**src/rtl/ir_tx_pkg.sv**
```systemverilog
/*
 Constants, types and state record for the pulse-distance infrared transmitter.
 Assumes a 50 MHz system clock from which the oscillator period is derived.
*/
// How it works
// - Up to 20 group addresses, each with 56 key codes.
// - Keyboard scanned as seven drive lines by seven sense lines.
// - Drive lines are open-drain and all pull low during standby.
// - A sense line pulled low wakes the block and starts sending.
// - Group address comes from one or two lines strapped to the strap input.
// - Seventh drive line strapped selects carrier mode, else single flashes.
// - No strap gives 111; single line k gives k in binary.
// - In standby only the strap pull-down is on.
// - On a press the pull-down goes off, pull-up on, then straps are sensed.
// - Address sampled in first scan only; key code on every scan.
// - A strap change alone never starts a transmission.
// - Two toggle bits open each word and change on each new press.
// - Toggles, group bits, then six code bits; top group bit only when long.
// - Infrared output is high only while a pulse is active.
// - Timing counts oscillator periods; bits set by leading-edge spacing.
// - Carrier runs at the oscillator rate, nominally 455 kHz.
// - Code low bits are drive index, high bits sense index, triple gives 56+.
// - Unit is 1152 periods; zero spans two units, one spans three.
// - Word repeats every 55296 periods, or 59904 for long addresses.
package ir_tx_pkg;
   localparam int CLK_FREQ_HZ = 50000000;
   localparam int OSC_FREQ_HZ = 455000;
   localparam int OSC_CYC = (CLK_FREQ_HZ + OSC_FREQ_HZ / 2) / OSC_FREQ_HZ;
   localparam int NUM_LINES = 7;
   localparam int UNIT_OSC = 1152;
   localparam int ZERO_UNITS = 2;
   localparam int ONE_UNITS = 3;
   localparam int WORD_SHORT_OSC = 55296;
   localparam int WORD_LONG_OSC = 59904;
   localparam logic [3:0] FLASH_OSC = 4'h4;
   localparam logic [3:0] BURST_OSC = 4'h8;
   localparam logic [2:0] SETTLE_OSC = 3'h3;
   localparam logic [2:0] LAST_LINE = 3'h6;
   localparam logic [2:0] TRIPLE_ROW = 3'h7;
   localparam int TRIPLE_A = 5;
   localparam int TRIPLE_B = 6;
   localparam int MODE_LINE = 6;
   localparam logic [2:0] GRP_NONE = 3'h7;
   localparam logic [2:0] HIGH_LINE = 3'h4;
   localparam logic [3:0] BITS_SHORT = 4'hb;
   localparam logic [3:0] BITS_LONG = 4'hc;

   typedef enum logic [1:0] {ST_STANDBY, ST_SCAN, ST_SEND, ST_GAP} state_t;

   typedef struct packed {
      state_t st;
      logic [6:0] sen_m;
      logic [6:0] sen_q;
      logic adr_m;
      logic adr_q;
      logic [7:0] osc_cnt;
      logic [2:0] idx;
      logic [2:0] settle;
      logic first;
      logic [6:0] hits;
      logic key_seen;
      logic [5:0] code;
      logic [3:0] grp;
      logic long_adr;
      logic modulated;
      logic [1:0] toggle;
      logic [11:0] word_sh;
      logic [3:0] bits_left;
      logic [15:0] word_cnt;
      logic [15:0] gap_cnt;
      logic [3:0] pulse_cnt;
      logic [6:0] drive_oe;
      logic ir;
   } core_t;
endpackage : ir_tx_pkg
```
**src/rtl/ir_remote_pulse_distance_transmitter.sv**
```systemverilog
/*
 Key-matrix scanner and pulse-distance infrared word generator.
 Assumes sense and strap pins have external-style pull-ups modelled outside and
 arrive asynchronously; drive lines are open-drain with the enable high while pulling low.
*/
`timescale 1ns/10ps
module ir_remote_pulse_distance_transmitter #(
   parameter int OSC_CYC = ir_tx_pkg::OSC_CYC,
   parameter int UNIT_OSC = ir_tx_pkg::UNIT_OSC,
   parameter int WORD_SHORT_OSC = ir_tx_pkg::WORD_SHORT_OSC,
   parameter int WORD_LONG_OSC = ir_tx_pkg::WORD_LONG_OSC
) (
   input wire logic clock,
   input wire logic nrst,
   input wire logic clk_en,
   input wire logic [6:0] scan_sense_lines_n,
   input wire logic address_mode_strap_input,
   output logic [6:0] scan_drive_lines_out,
   output logic [6:0] scan_drive_lines_oe,
   output logic strap_pullup_en,
   output logic strap_pulldown_en,
   output logic standby,
   output logic infrared_pulse_output
);

   // ****************************************
   // Decoding helpers
   // ****************************************

   // Returns {long, top, bit two, bit one, bit zero} of the group address.
   function automatic logic [4:0] addr_decode(input logic [6:0] hits);
      logic [2:0] lo;
      logic [2:0] hi;
      logic [2:0] cnt;
      lo = 3'h0;
      hi = 3'h0;
      cnt = 3'h0;
      for (int i = ir_tx_pkg::MODE_LINE - 1; i >= 0; i--) begin
         if (hits[i]) begin
            lo = 3'(i);
            cnt = cnt + 3'h1;
         end
      end
      for (int i = 0; i < ir_tx_pkg::MODE_LINE; i++) begin
         if (hits[i]) begin
            hi = 3'(i);
         end
      end
      if (cnt == 3'h0) begin
         addr_decode = {2'b00, ir_tx_pkg::GRP_NONE};
      end else if (cnt == 3'h1) begin
         addr_decode = {2'b00, lo};
      end else begin
         addr_decode = {1'b1, hi[0], hi >= ir_tx_pkg::HIGH_LINE, lo[1:0]};
      end
   endfunction : addr_decode

   // Key code from drive index and sampled sense lines.
   function automatic logic [5:0] key_code(input logic [2:0] drv, input logic [6:0] sen_n);
      logic [2:0] row;
      row = 3'h0;
      for (int j = ir_tx_pkg::NUM_LINES - 1; j >= 0; j--) begin
         if (!sen_n[j]) begin
            row = 3'(j);
         end
      end
      if (!sen_n[ir_tx_pkg::TRIPLE_A] && !sen_n[ir_tx_pkg::TRIPLE_B]) begin
         row = ir_tx_pkg::TRIPLE_ROW;
      end
      key_code = {row, drv};
   endfunction : key_code

   // ****************************************
   // State and next-state logic
   // ****************************************

   localparam logic [7:0] OSC_LAST = 8'(OSC_CYC - 1);
   localparam logic [7:0] OSC_HALF = 8'(OSC_CYC / 2);
   localparam logic [15:0] GAP_ZERO = 16'(ir_tx_pkg::ZERO_UNITS * UNIT_OSC - 1);
   localparam logic [15:0] GAP_ONE = 16'(ir_tx_pkg::ONE_UNITS * UNIT_OSC - 1);
   localparam logic [15:0] WORD_SHORT_LAST = 16'(WORD_SHORT_OSC - 1);
   localparam logic [15:0] WORD_LONG_LAST = 16'(WORD_LONG_OSC - 1);

   ir_tx_pkg::core_t core_ff;
   ir_tx_pkg::core_t nxt_core;
   logic tick;
   logic carrier;
   logic pulse_on;
   logic pulse_start;
   logic [6:0] hits_now;
   logic key_now;
   logic [5:0] code_now;
   logic [4:0] adr_now;
   logic [15:0] gap_target;

   assign tick = core_ff.osc_cnt == OSC_LAST;
   assign carrier = core_ff.osc_cnt < OSC_HALF;
   assign pulse_on = core_ff.pulse_cnt != 4'h0;
   assign gap_target = core_ff.word_sh[11] ? GAP_ONE : GAP_ZERO;

   always_comb begin
      nxt_core = core_ff;
      pulse_start = 1'b0;
      hits_now = core_ff.hits;
      key_now = core_ff.key_seen;
      code_now = core_ff.code;
      adr_now = addr_decode(core_ff.hits);
      nxt_core.sen_m = scan_sense_lines_n;
      nxt_core.sen_q = core_ff.sen_m;
      nxt_core.adr_m = address_mode_strap_input;
      nxt_core.adr_q = core_ff.adr_m;
      nxt_core.osc_cnt = tick ? 8'h0 : core_ff.osc_cnt + 8'h1;
      if (tick) begin
         if (pulse_on) begin
            nxt_core.pulse_cnt = core_ff.pulse_cnt - 4'h1;
         end
         nxt_core.word_cnt = core_ff.word_cnt + 16'h1;
         nxt_core.gap_cnt = core_ff.gap_cnt + 16'h1;
      end
      unique case (core_ff.st)
         ir_tx_pkg::ST_STANDBY: begin
            nxt_core.drive_oe = '1;
            if (!(&core_ff.sen_q)) begin
               nxt_core.st = ir_tx_pkg::ST_SCAN;
               nxt_core.first = 1'b1;
               nxt_core.toggle = core_ff.toggle + 2'h1;
               nxt_core.idx = 3'h0;
               nxt_core.settle = 3'h0;
               nxt_core.hits = '0;
               nxt_core.key_seen = 1'b0;
               nxt_core.word_cnt = 16'h0;
               nxt_core.drive_oe = 7'h1;
            end
         end
         ir_tx_pkg::ST_SCAN: begin
            if (tick && core_ff.settle == ir_tx_pkg::SETTLE_OSC) begin
               hits_now[core_ff.idx] = !core_ff.adr_q;
               if (!core_ff.key_seen && !(&core_ff.sen_q)) begin
                  key_now = 1'b1;
                  code_now = key_code(core_ff.idx, core_ff.sen_q);
               end
               nxt_core.hits = hits_now;
               nxt_core.key_seen = key_now;
               nxt_core.code = code_now;
               nxt_core.settle = 3'h0;
               if (core_ff.idx == ir_tx_pkg::LAST_LINE) begin
                  nxt_core.drive_oe = '0;
                  nxt_core.first = 1'b0;
                  if (core_ff.first) begin
                     adr_now = addr_decode(hits_now);
                     nxt_core.grp = adr_now[3:0];
                     nxt_core.long_adr = adr_now[4];
                     nxt_core.modulated = hits_now[ir_tx_pkg::MODE_LINE];
                  end else begin
                     adr_now = {core_ff.long_adr, core_ff.grp};
                  end
                  if (key_now) begin
                     nxt_core.st = ir_tx_pkg::ST_SEND;
                     pulse_start = 1'b1;
                     if (adr_now[4]) begin
                        nxt_core.word_sh = {core_ff.toggle[0], core_ff.toggle[1], adr_now[3:0], code_now};
                        nxt_core.bits_left = ir_tx_pkg::BITS_LONG;
                     end else begin
                        nxt_core.word_sh = {core_ff.toggle[0], core_ff.toggle[1], adr_now[2:0], code_now, 1'b0};
                        nxt_core.bits_left = ir_tx_pkg::BITS_SHORT;
                     end
                  end else begin
                     nxt_core.st = ir_tx_pkg::ST_STANDBY;
                     nxt_core.drive_oe = '1;
                  end
               end else begin
                  nxt_core.idx = core_ff.idx + 3'h1;
                  nxt_core.drive_oe = core_ff.drive_oe << 1;
               end
            end else if (tick) begin
               nxt_core.settle = core_ff.settle + 3'h1;
            end
         end
         ir_tx_pkg::ST_SEND: begin
            if (tick && core_ff.gap_cnt == gap_target) begin
               pulse_start = 1'b1;
               nxt_core.word_sh = core_ff.word_sh << 1;
               nxt_core.bits_left = core_ff.bits_left - 4'h1;
               if (core_ff.bits_left == 4'h1) begin
                  nxt_core.st = ir_tx_pkg::ST_GAP;
               end
            end
         end
         ir_tx_pkg::ST_GAP: begin
            if (tick && core_ff.word_cnt == (core_ff.long_adr ? WORD_LONG_LAST : WORD_SHORT_LAST)) begin
               nxt_core.st = ir_tx_pkg::ST_SCAN;
               nxt_core.idx = 3'h0;
               nxt_core.settle = 3'h0;
               nxt_core.key_seen = 1'b0;
               nxt_core.word_cnt = 16'h0;
               nxt_core.drive_oe = 7'h1;
            end
         end
      endcase
      if (pulse_start) begin
         nxt_core.gap_cnt = 16'h0;
         nxt_core.pulse_cnt = nxt_core.modulated ? ir_tx_pkg::BURST_OSC : ir_tx_pkg::FLASH_OSC;
      end
      nxt_core.ir = pulse_on && (!core_ff.modulated || carrier);
   end

   always_ff @(posedge clock) begin
      if (!nrst) begin
         // Sense synchronisers start at the idle high level so that reset never looks like a key press.
         core_ff <= '0;
         core_ff.sen_m <= '1;
         core_ff.sen_q <= '1;
         core_ff.drive_oe <= '1;
      end else if (clk_en) begin
         core_ff <= nxt_core;
      end
   end

   assign scan_drive_lines_out = '0;
   assign scan_drive_lines_oe = core_ff.drive_oe;
   assign standby = core_ff.st == ir_tx_pkg::ST_STANDBY;
   assign strap_pulldown_en = standby;
   assign strap_pullup_en = !standby;
   assign infrared_pulse_output = core_ff.ir;
endmodule : ir_remote_pulse_distance_transmitter

```
**config.mk**
```make
export PLATFORM = sky130hd
export DESIGN_NAME = ir_remote_pulse_distance_transmitter
export DESIGN_NICKNAME = d
export VERILOG_FILES = /design/src/rtl/ir_tx_pkg.sv /design/src/rtl/ir_remote_pulse_distance_transmitter.sv
export SDC_FILE = /design/constraint.sdc
export NUM_CORES = 1
export LEC_CHECK = 0
export BUFFER_PORTS_ARGS = -buffer_cell sky130_fd_sc_hd__buf_2
export CORE_ASPECT_RATIO = 1.2
export CORE_MARGIN = 10
export CORE_UTILIZATION = 25
export CTS_BUF_LIST = sky130_fd_sc_hd__clkbuf_8 sky130_fd_sc_hd__clkbuf_16
export DETAILED_ROUTE_END_ITERATION = 10
export MAX_ROUTING_LAYER = met4
export REMOVE_ABC_BUFFERS = 1
export SKIP_CTS_REPAIR_TIMING = 1
export SLEW_MARGIN = 20
export SYNTH_ARGS = -nofsm -noshare
export SYNTH_HDL_FRONTEND = slang
export SYNTH_SLANG_ARGS = --single-unit
```
**constraint.sdc**
```tcl
create_clock -name clock -period 13.7 [get_ports clock]
set_input_delay 0 -clock clock [delete_from_list [all_inputs] [get_ports clock]]
set_output_delay 0 -clock clock [all_outputs]
set_load 0.02 [all_outputs]
```
# Word level (Yosys, flattened, before mapping)
# Cells that the tools add are included.
op_classes:
  add_sub_neg: 13
  order_cmp: 4
  n_eq_ne: 19
  mux: 116
  n_bitwise: 1
  n_reduce_logical: 37
op_table:
  columns: ["op", "count"]
  rows:
  - ["3-bit 2-to-1 mux", 55]
  - ["16-bit 2-to-1 mux", 6]
  - ["16-bit case mux with 2 select lines", 2]
  - ["36-bit 2-to-1 mux", 1]
  - ["7-bit 2-to-1 mux", 5]
  - ["16-bit by 1-bit adder with 16-bit output (second input constant)", 2]
  - ["5-bit 2-to-1 mux", 6]
  - ["14-bit 2-to-1 mux", 2]
  - ["6-bit 2-to-1 mux", 4]
  - ["3-bit by 1-bit adder with 3-bit output (second input constant)", 7]
  - ["21-bit 2-to-1 mux", 1]
  - ["7-bit case mux with 3 select lines", 1]
  - ["20-bit 2-to-1 mux", 1]
  - ["5-bit AND reduction", 4]
  - ["6-bit case mux with 3 select lines", 1]
  - ["16-bit by 12-bit == test with 1-bit output", 1]
  - ["16-bit == test", 1]
  - ["2-bit inequality test (second input constant)", 8]
  - ["8-bit case mux with 2 select lines", 1]
  - ["15-bit 2-to-1 mux", 1]
  - ["2-bit 2-to-1 mux", 7]
  - ["7-bit AND reduction", 2]
  - ["1-bit 2-to-1 mux", 13]
  - ["6-bit AND reduction", 2]
  - ["35 further kinds", 56]
totals:
  ff_bits: 115

# Longest topological paths before layout
# Gate-level depths: netlist of the first run.
logic_depth:
  ltp_word: 52
  depth_mapped: 19

# Worst setup path before layout of the first run
# No wires, ideal clock.
synth_path:
  path_type: "flip-flop to flip-flop"
  start: "register core_ff[88] in the netlist's numbering"
  end: "register core_ff[57] in the netlist's numbering"
  setup_time_ps: 92
  arrival_time_ps: 4391
  t_required_ps: 13608
  slack_ps: 9217
  stages_incl_launch_ff: 19
  path_buffers: 1
  synth_period_minus_slack_ps: 4483
  cell_sequence: "dfxtp_1 -> nor3b_2 -> mux2i_1 -> xnor3_2 -> ha_1 -> mux2_2 -> ha_1 -> nand2b_1 -> mux2i_1 -> a31o_2 -> a21o_1 -> ha_1 -> xnor3_1 -> a31o_2 -> a21o_1 -> buf_4 -> a21oi_1 -> o31ai_1 -> o32ai_1"
synth_via:
  elab_chain_len: 52
  elab_cells_between_ends: 73
  classes_between: "add/sub (5); order compare (3); eq/ne (3); mux (59); reduce/logical (3)"
synth_rtl:
  columns: ["item", "line_no", "source"]
  rows:
  - ["start, declared", "ir_remote_pulse_distance_transmitter.sv:84", "ir_tx_pkg::core_t core_ff;"]
  - ["start signal, assigned", "ir_remote_pulse_distance_transmitter.sv:215", "core_ff <= nxt_core;"]
  - ["3-bit by 4-bit < comparator with 1-bit output (implied by the code) / 3-bit by 1-bit greater-or-equal comparator with 1-bit output (equally long branches)", "ir_remote_pulse_distance_transmitter.sv:137", "hits_now[core_ff.idx] = !core_ff.adr_q;"]
  - ["1-bit logical AND (implied by the code)", "ir_remote_pulse_distance_transmitter.sv:137", null]
  - ["1-bit 2-to-1 mux (implied by the code)", "ir_remote_pulse_distance_transmitter.sv:137", null]
  - ["1-bit demux with 3-bit select", "ir_remote_pulse_distance_transmitter.sv:137", null]
  - ["7-bit bitwise mux", "ir_remote_pulse_distance_transmitter.sv:137", null]
  - ["1-bit 2-to-1 mux", "ir_remote_pulse_distance_transmitter.sv:39", "if (hits[i]) begin"]
  - ["3-bit 2-to-1 mux", "ir_remote_pulse_distance_transmitter.sv:149", "if (core_ff.first) begin"]
  - ["3-bit 2-to-1 mux", "ir_remote_pulse_distance_transmitter.sv:146", "if (core_ff.idx == ir_tx_pkg::LAST_LINE) begin"]
  - ["[36 not listed]", null, null]
  - ["5-bit 2-to-1 mux", "ir_remote_pulse_distance_transmitter.sv:146", null]
  - ["5-bit 2-to-1 mux", "ir_remote_pulse_distance_transmitter.sv:136", "if (tick && core_ff.settle == ir_tx_pkg::SETTLE_OSC) begin"]
  - ["5-bit 2-to-1 mux", "ir_remote_pulse_distance_transmitter.sv:120", "unique case (core_ff.st)"]
  - ["14-bit 2-to-1 mux", "ir_remote_pulse_distance_transmitter.sv:160", "if (adr_now[4]) begin"]
  - ["16-bit 2-to-1 mux", "ir_remote_pulse_distance_transmitter.sv:157", "if (key_now) begin"]
  - ["16-bit 2-to-1 mux", "ir_remote_pulse_distance_transmitter.sv:146", null]
  - ["16-bit 2-to-1 mux", "ir_remote_pulse_distance_transmitter.sv:136", null]
  - ["16-bit case mux with 2 select lines", "ir_remote_pulse_distance_transmitter.sv:120", null]
# Several ways; a longest one is shown, not always the timed one. The select of a mux whose other input is x is not followed.
# A chain may end at the register's enable or synchronous reset.

# Final worst setup path of the first run
layout_path:
  start: "register core_ff[88] in the netlist's numbering"
  end: "register core_ff[48] in the netlist's numbering"
# The elaborated chain is that of the path after synthesis.

==> results of run 1 <==
==> critical path, stage by stage (launching register included) <==
cell      delay, ns
dfxtp_1        0.66
nor3b_2        0.33
mux2i_1        0.39
xnor3_2        0.54
ha_1           0.32
mux2_2         0.27
ha_1           0.29
nand2b_1       0.07
mux2i_1        0.06
a31o_2         0.25
a21o_1         0.16
ha_1           0.17
xnor3_1        0.37
a31o_2         0.27
a21o_1         0.30
or4_1          0.45
a21oi_1        0.14
==> cell usage after synthesis (all sizes together) (18+ instances only) <==
| cell type | number |
|---|---|
| ha | 18 |
| a21oi | 75 |
| nor3 | 23 |
| nand2 | 82 |
| xor2 | 19 |
| nand3 | 23 |
| buf | 21 |
| mux2i | 33 |
| dfxtp | 115 |
| clkbuf | 31 |
| inv | 20 |
| o21ai | 45 |
| nor2 | 113 |
==> registers in the layout, indices dropped and copies added, names as in the netlist <==
name / cells
infrared_pulse_output: 1
core_ff: 107
scan_drive_lines_oe: 7
==> cell type report <==
type                            instances  area [µm²]
Clock buffer                           17       425.4
Clock inverter                         15       183.9
Fill cell                            2638       17450
Inverter                               21       80.08
Multi-Input combinational cell        606        3674
Sequential cell                       115        2302
Tap cell                              325       406.6
Timing Repair Buffer                   35       230.2
==> logic make-up (layout without fill, tap and decap cells) <==
| logic type | after synthesis | after routing |
|---|---|---|
| xor+xnor | 31 | 31 |
| mux | 40 | 40 |
| buf+inv | 73 | 88 |
| flops | 115 | 115 |
| compound gates | 183 | 183 |
| fa+ha+maj | 19 | 19 |
| other cells | 1 | 7 |
| simple gates | 326 | 326 |
==> how the worst min path moves through the flow <==
stage	startpoint	end	slack, ns	depth (start not counted)
6_report	nrst	scan_drive_lines_oe[0]$_SDFFE_PN1P_	0.08	2
3_3_place_gp	scan_sense_lines_n[2]	core_ff[108]$_SDFFE_PN1P_	0.22	3
3_5_place_dp	scan_sense_lines_n[2]	core_ff[108]$_SDFFE_PN1P_	0.22	3
4_1_cts	scan_sense_lines_n[3]	core_ff[109]$_SDFFE_PN1P_	-0.22	3
2_1_floorplan	nrst	core_ff[100]$_SDFFE_PN1P_	0.06	1
5_1_grt	nrst	scan_drive_lines_oe[0]$_SDFFE_PN1P_	0.09	2
==> power by group <==
part           leakage [µW]  switching (µW)  internal (µW)
Sequential         0.000933            10.8            346
Combinational       0.00147            71.2           35.7
Clock              0.000290             170            287
Total               0.00269             252            669
==> per-stage QoR <==
stage	total power (µW)	cells
after floorplan	434.9	742
after global placement	467.3	1094
after detailed placement	468.1	1094
after CTS	925.5	1126
after global routing	959.0	1134
final	920.3	1134
==> layer usage <==
metal / vias to the layer above / routed length [µm]
li1: 2772 / -
met1: 2531 / 6850
met2: 61 / 7206
met3: 19 / 415
met4: 0 / 264
met5: - / 0
==> results.ini, run 1 <==
[status]
outcome = completed

[critical_path]
ff2ff_path_depth = 16
worstPathRequired_ns = 14.03
worst-endpoint-arrival_ns = 5.47
rr_startpoint = core_ff[88]$_SDFFE_PN0P_
crit_start = core_ff[88]$_SDFFE_PN0P_
timing.reg2reg.setup_slack_ns = 8.56
worstSetupEndpointType = flip-flop
critPathKind = flip-flop to flip-flop
rr_endpoint = core_ff[48]$_SDFFE_PN0P_
endpoint = core_ff[48]$_SDFFE_PN0P_
critPathLaunchType = flip-flop
cp_max_fo = 16

[grt]
met2_usage_pct = 15.53
grt_usage_pct = 9.554
grt_max_degree = 60
grt_remaining_overflow = 0
grt_pass1_vias = 5136
gr-usage-met3_pct = 1.869
grt.busiest_layer = met2
antenna_found_initial = 0
grt_pass1_wl_um = 24750
met1_usage_pct = 11.18

[cells_and_area]
final_core_util_pct = 29.50
layout_commonest_cell = dfxtp_1
diodes = 0
area_growth_pct = 15.93
stdcell_area_um2 = 7302
drive_above_1_share_pct = 11.12
mostFrequentLayoutCells = 115 x dfxtp_1, 113 x nor2_1, 82 x nand2_1
final_nets = 825

[route]
drtPass1Iterations = 5
drt-initial-drc-count = 341
vias_per_cell = 4.747
post-route-drc-count = 0
detail_route.wl_per_cell_um = 13.00
drt-total-wl_um = 14740
ant_nets = 0
num_vias = 5383

[synthesis]
yosysWarnings = 0
synth_top_family_by_area = simple AND/OR/NAND/NOR gates
synth_compound_area_share_pct = 17.88
yosys-mux-area-fraction_pct = 6.555
synth_seq_area_share_pct = 36.55
syn_inst = 788
synth-simple-area-share_pct = 24.65
yosysTopAreaCell = dfxtp_1
synth_edf_count = 0
ys.flop_type = dfxtp_1
synth_xor_area_share_pct = 5.006
syn_area_um2 = 6299
ys_types = 66
synthArstFlopShare_pct = 0
ys_ff_latch = 115
postSynthAreaPerCell_um2 = 7.993
yosys-top-cells-area = dfxtp_1 37%, nor2_1 6.7%, a21oi_1 5.9%
synth_fa_ha_area_share_pct = 3.754
synth_top_cell_area_share_pct = 36.55

[cts]
htree_levels = 4
clock_sinks = 115
cts_tree = done
cts_buffers = 17
clk_latency_ns = 0.42
root_buffer = clkbuf_16
clk_pin_slew_worst_paths_ns = 0.06
cts_buffer_depth = 2

[timing]
tns_ns = 0
max_freq_ghz = 0.1946
finalCriticalPeriod_ns = 5.140
fin_crit_sh_pct = 37.52
hold_ws_ns = 0.08117
hold_violations = 0
tightest_slew_ns = 0.9961
clock-skew-final_ns = 0.006540
setup_viol = 0
slew_headroom_pct = 32.73
fin_ws_ns = 8.560
slew_violations = 0
rsz0062_at_grt = false

[floorplanning]
die_x_um = 164.9
coreArea_um2 = 24750
initial_utilization_pct = 25.45
fp-row-count = 63
die_area_um2 = 31970
ioPinCount = 29
die_y_um = 193.9

[placement]
portBuffers = 21
pre_cts_ws_ns = 8.583
placed_cell_area_um2 = 6608
dp_hpwl_um = 9930
gp_congestion = 0.8059

[power]
vdd_drop_max_mv = 0.07627
leakagePower_uw = 0.002690
cellPowerDensity_nw_per_um2 = 126.0

[run]
cap_violations = 0

[hold_path]
min_path_type = primary input to flip-flop

No activity file was read; power rests on OpenSTA's default activity.
==> inputs of run 2 (changes only) <==
Settings changed: ABC_AREA from default to 1.
Clock period 13.7 ns to 5.35 ns, I/O delays scaled along.
==> run 2 against run 1 <==
  * Register-to-register slack got worse by 7.0 ns
  * Sequential cell count did not move
  * Non-clock buffer count fell by 2
  * Synthesized cell count rose by 16%
  * Largest power group unchanged
  * Highest routed layer unchanged
==> results.ini, run 2 <==
[critical_path]
worst-endpoint-arrival_ns = 4.09  ; was 5.47 ns
critPathLaunchType = flip-flop  ; unchanged
worstPathRequired_ns = 5.70  ; was 14.03 ns
cp.buffers_inverters = 3  ; was 0
path_common_cell = nand2_1  ; was ha_1
worstSetupEndpointType = flip-flop  ; unchanged
cp_slowest_stage_delay_ns = 0.53  ; was 0.66 ns
cp_top_family = simple AND/OR/NAND/NOR gates  ; was compound AO/OA/AOI/OAI gates
cp_max_fo = 8  ; was 16
slowest_stage = dfxtp_1  ; unchanged
critPathKind = flip-flop to flip-flop  ; unchanged

[placement]
portBuffers = 21  ; unchanged
dp_hpwl_um = 10740  ; was 9930 µm
gp_congestion = 0.8587  ; was 0.8059

[route]
num_vias = 5760  ; was 5383
post-route-drc-count = 0  ; unchanged
vias_per_cell = 4.550  ; was 4.747
ant_nets = 0  ; unchanged
drt-initial-drc-count = 297  ; was 341
drtPass1Iterations = 4  ; was 5
detail_route.wl_per_cell_um = 12.03  ; was 13.00 µm
drt-total-wl_um = 15230  ; was 14740 µm

[timing]
finalCriticalPeriod_ns = 3.743  ; was 5.140 ns
tightest_slew_ns = 0.7501  ; was 0.9961 ns
fin_crit_sh_pct = 69.97  ; was 37.52%
hold_violations = 0  ; unchanged
rsz0062_at_grt = false  ; unchanged
tns_ns = 0  ; unchanged
max_freq_ghz = 0.2671  ; was 0.1946 GHz
clock-skew-final_ns = 0.009200  ; was 0.006540 ns
slew_headroom_pct = 49.99  ; was 32.73%
slew_violations = 0  ; unchanged
setup_viol = 0  ; unchanged

[floorplanning]
fp-row-count = 64  ; was 63
die_x_um = 166.6  ; was 164.9 µm
initial_utilization_pct = 25.31  ; was 25.45%
die_y_um = 195.9  ; was 193.9 µm
ioPinCount = 29  ; unchanged
die_area_um2 = 32630  ; was 31970 µm²
coreArea_um2 = 25460  ; was 24750 µm²

[power]
leakagePower_uw = 0.003086  ; was 0.002690 µW
vdd_drop_max_mv = 0.2563  ; was 0.07627 mV
cellPowerDensity_nw_per_um2 = 421.6  ; was 126.0 nW/µm²

[cts]
cts_tree = done  ; unchanged
clock_sinks = 115  ; unchanged
clk_pin_slew_worst_paths_ns = 0.06  ; about the same
htree_levels = 4  ; unchanged
clk_latency_ns = 0.42  ; about the same
cts_buffers = 17  ; unchanged
cts_buffer_depth = 2  ; unchanged
root_buffer = clkbuf_16  ; unchanged

[grt]
met2_usage_pct = 16.12  ; was 15.53%
antenna_found_initial = 0  ; unchanged
grt_pass1_vias = 5369  ; was 5136
grt_usage_pct = 9.537  ; was 9.554%
gr-usage-met3_pct = 2.120  ; was 1.869%
met1_usage_pct = 10.61  ; was 11.18%
grt_pass1_wl_um = 25580  ; was 24750 µm
grt_remaining_overflow = 0  ; unchanged
grt.busiest_layer = met2  ; unchanged
grt_max_degree = 55  ; was 60

[synthesis]
synthArstFlopShare_pct = 0  ; unchanged
synth_seq_area_share_pct = 35.72  ; was 36.55%
ys_types = 53  ; was 66
synthTopCellsByCount = 156 x nand2_1, 115 x dfxtp_1, 108 x inv_1  ; was 115 x dfxtp_1, 113 x nor2_1, 82 x nand2_1
yosysWarnings = 0  ; unchanged
syn_inst = 911  ; was 788
synth_top_cell_area_share_pct = 35.72  ; was 36.55%
synthMostInstantiatedCell = nand2_1  ; was dfxtp_1
yosys-mux-area-fraction_pct = 0  ; was 6.555%
ys.flop_type = dfxtp_1  ; unchanged
synth-simple-area-share_pct = 27.33  ; was 24.65%
yosysTopAreaCell = dfxtp_1  ; unchanged
synth_top_family_by_area = simple AND/OR/NAND/NOR gates  ; unchanged
yosys-top-cells-area = dfxtp_1 36%, nand2_1 9.1%, a21oi_1 6.3%  ; was dfxtp_1 37%, nor2_1 6.7%, a21oi_1 5.9%
synth_xor_area_share_pct = 2.038  ; was 5.006%
synth_compound_area_share_pct = 19.90  ; was 17.88%
ys_ff_latch = 115  ; unchanged
syn_area_um2 = 6445  ; was 6299 µm²
synth_edf_count = 0  ; unchanged
synth_fa_ha_area_share_pct = 3.494  ; was 3.754%
postSynthAreaPerCell_um2 = 7.075  ; was 7.993 µm²

[cells_and_area]
area_growth_pct = 16.07  ; was 15.93%
largest_reg_flops = 107  ; unchanged
diodes = 0  ; unchanged
final_nets = 952  ; was 825
largest-register = core_ff  ; unchanged
final_core_util_pct = 29.38  ; was 29.50%
layout_commonest_cell = nand2_1  ; was dfxtp_1
drive_above_1_share_pct = 13.35  ; was 11.12%
mostFrequentLayoutCells = 156 x nand2_1, 115 x dfxtp_1, 110 x inv_1  ; was 115 x dfxtp_1, 113 x nor2_1, 82 x nand2_1

[run]
cap_violations = 0  ; unchanged

[hold_path]
min_path_type = primary input to flip-flop  ; unchanged

[status]
outcome = completed  ; unchanged

[run 2: cell count changes after synthesis, sizes merged, moves of 9 or more]
cell and delta:
o21ai +35, mux2i -33, nand2 +84, clkbuf -12
nand2b -12, inv +105, nand3 +48, nor2 -38
or3 -9
[run 2: per-stage QoR]
step	std cells	total power, µW	hold slack (ns)	area (µm²)	setup WS, ns
3_5_place_dp	1226	1944	0.2160	6758	1.629
3_3_place_gp	1226	1936	0.2112	6758	1.715
5_1_grt	1266	3360	0.1883	7481	1.228
6_report	1266	3154	0.1552	7481	1.607
2_1_floorplan	871	1709	0.08411	6210	1.944
4_1_cts	1258	3184	-0.2226	7396	1.621
[run 2: final timing paths]
kind / from / end / slack (ns) / cells after the start
setup / recovery: core_ff[87]$_SDFFE_PN0P_ / core_ff[44]$_SDFFE_PN0P_ / 1.61 / 26
hold / removal: nrst / core_ff[107]$_SDFFE_PN1P_ / 0.16 / 3
setup reg to reg: core_ff[87]$_SDFFE_PN0P_ / core_ff[44]$_SDFFE_PN0P_ / 1.61 / 26
hold reg to reg: core_ff[108]$_SDFFE_PN1P_ / core_ff[108]$_SDFFE_PN1P_ / 0.46 / 2
[run 2: cell families after synthesis]
logic type	count (synthesis)
other	1
buffers and inverters	174
DFF	115
adders and majority gates	18
and+or+nand+nor	373
AOI/OAI and AO/OA	215
xor gates and xnor gates	15
[run 2: power by group]
group	switching, µW	leakage, µW	total, µW	internal, µW
Combinational	635	0.00183	928	293
Sequential	55.8	0.000937	1000	945
Clock	402	0.000317	1220	822
Total	1090	0.00309	3150	2060
[run 2: final cells by class]
type / instances / area, µm²
multi-input combinational: 628 / 3432
clock inverter: 11 / 157.7
fill: 2797 / 17980
inverter: 128 / 480.5
sequential: 115 / 2302
clock buffer: 21 / 480.5
tap: 330 / 412.9
timing repair buffer: 33 / 215.2
[run 2: worst min-delay path: cells and delay by family]
family	cells	cell delay (ns)
buffers and inverters	2	0.37
and+or+nand+nor	1	0.15
[run 2: per-layer routing]
layer  part of all wire, %  vias to the layer above
met1                    47                     2632
met5                     0                        -
li1                      -                     3028
met4                   2.2                        0
met2                    49                       80
met3                   2.5                       20
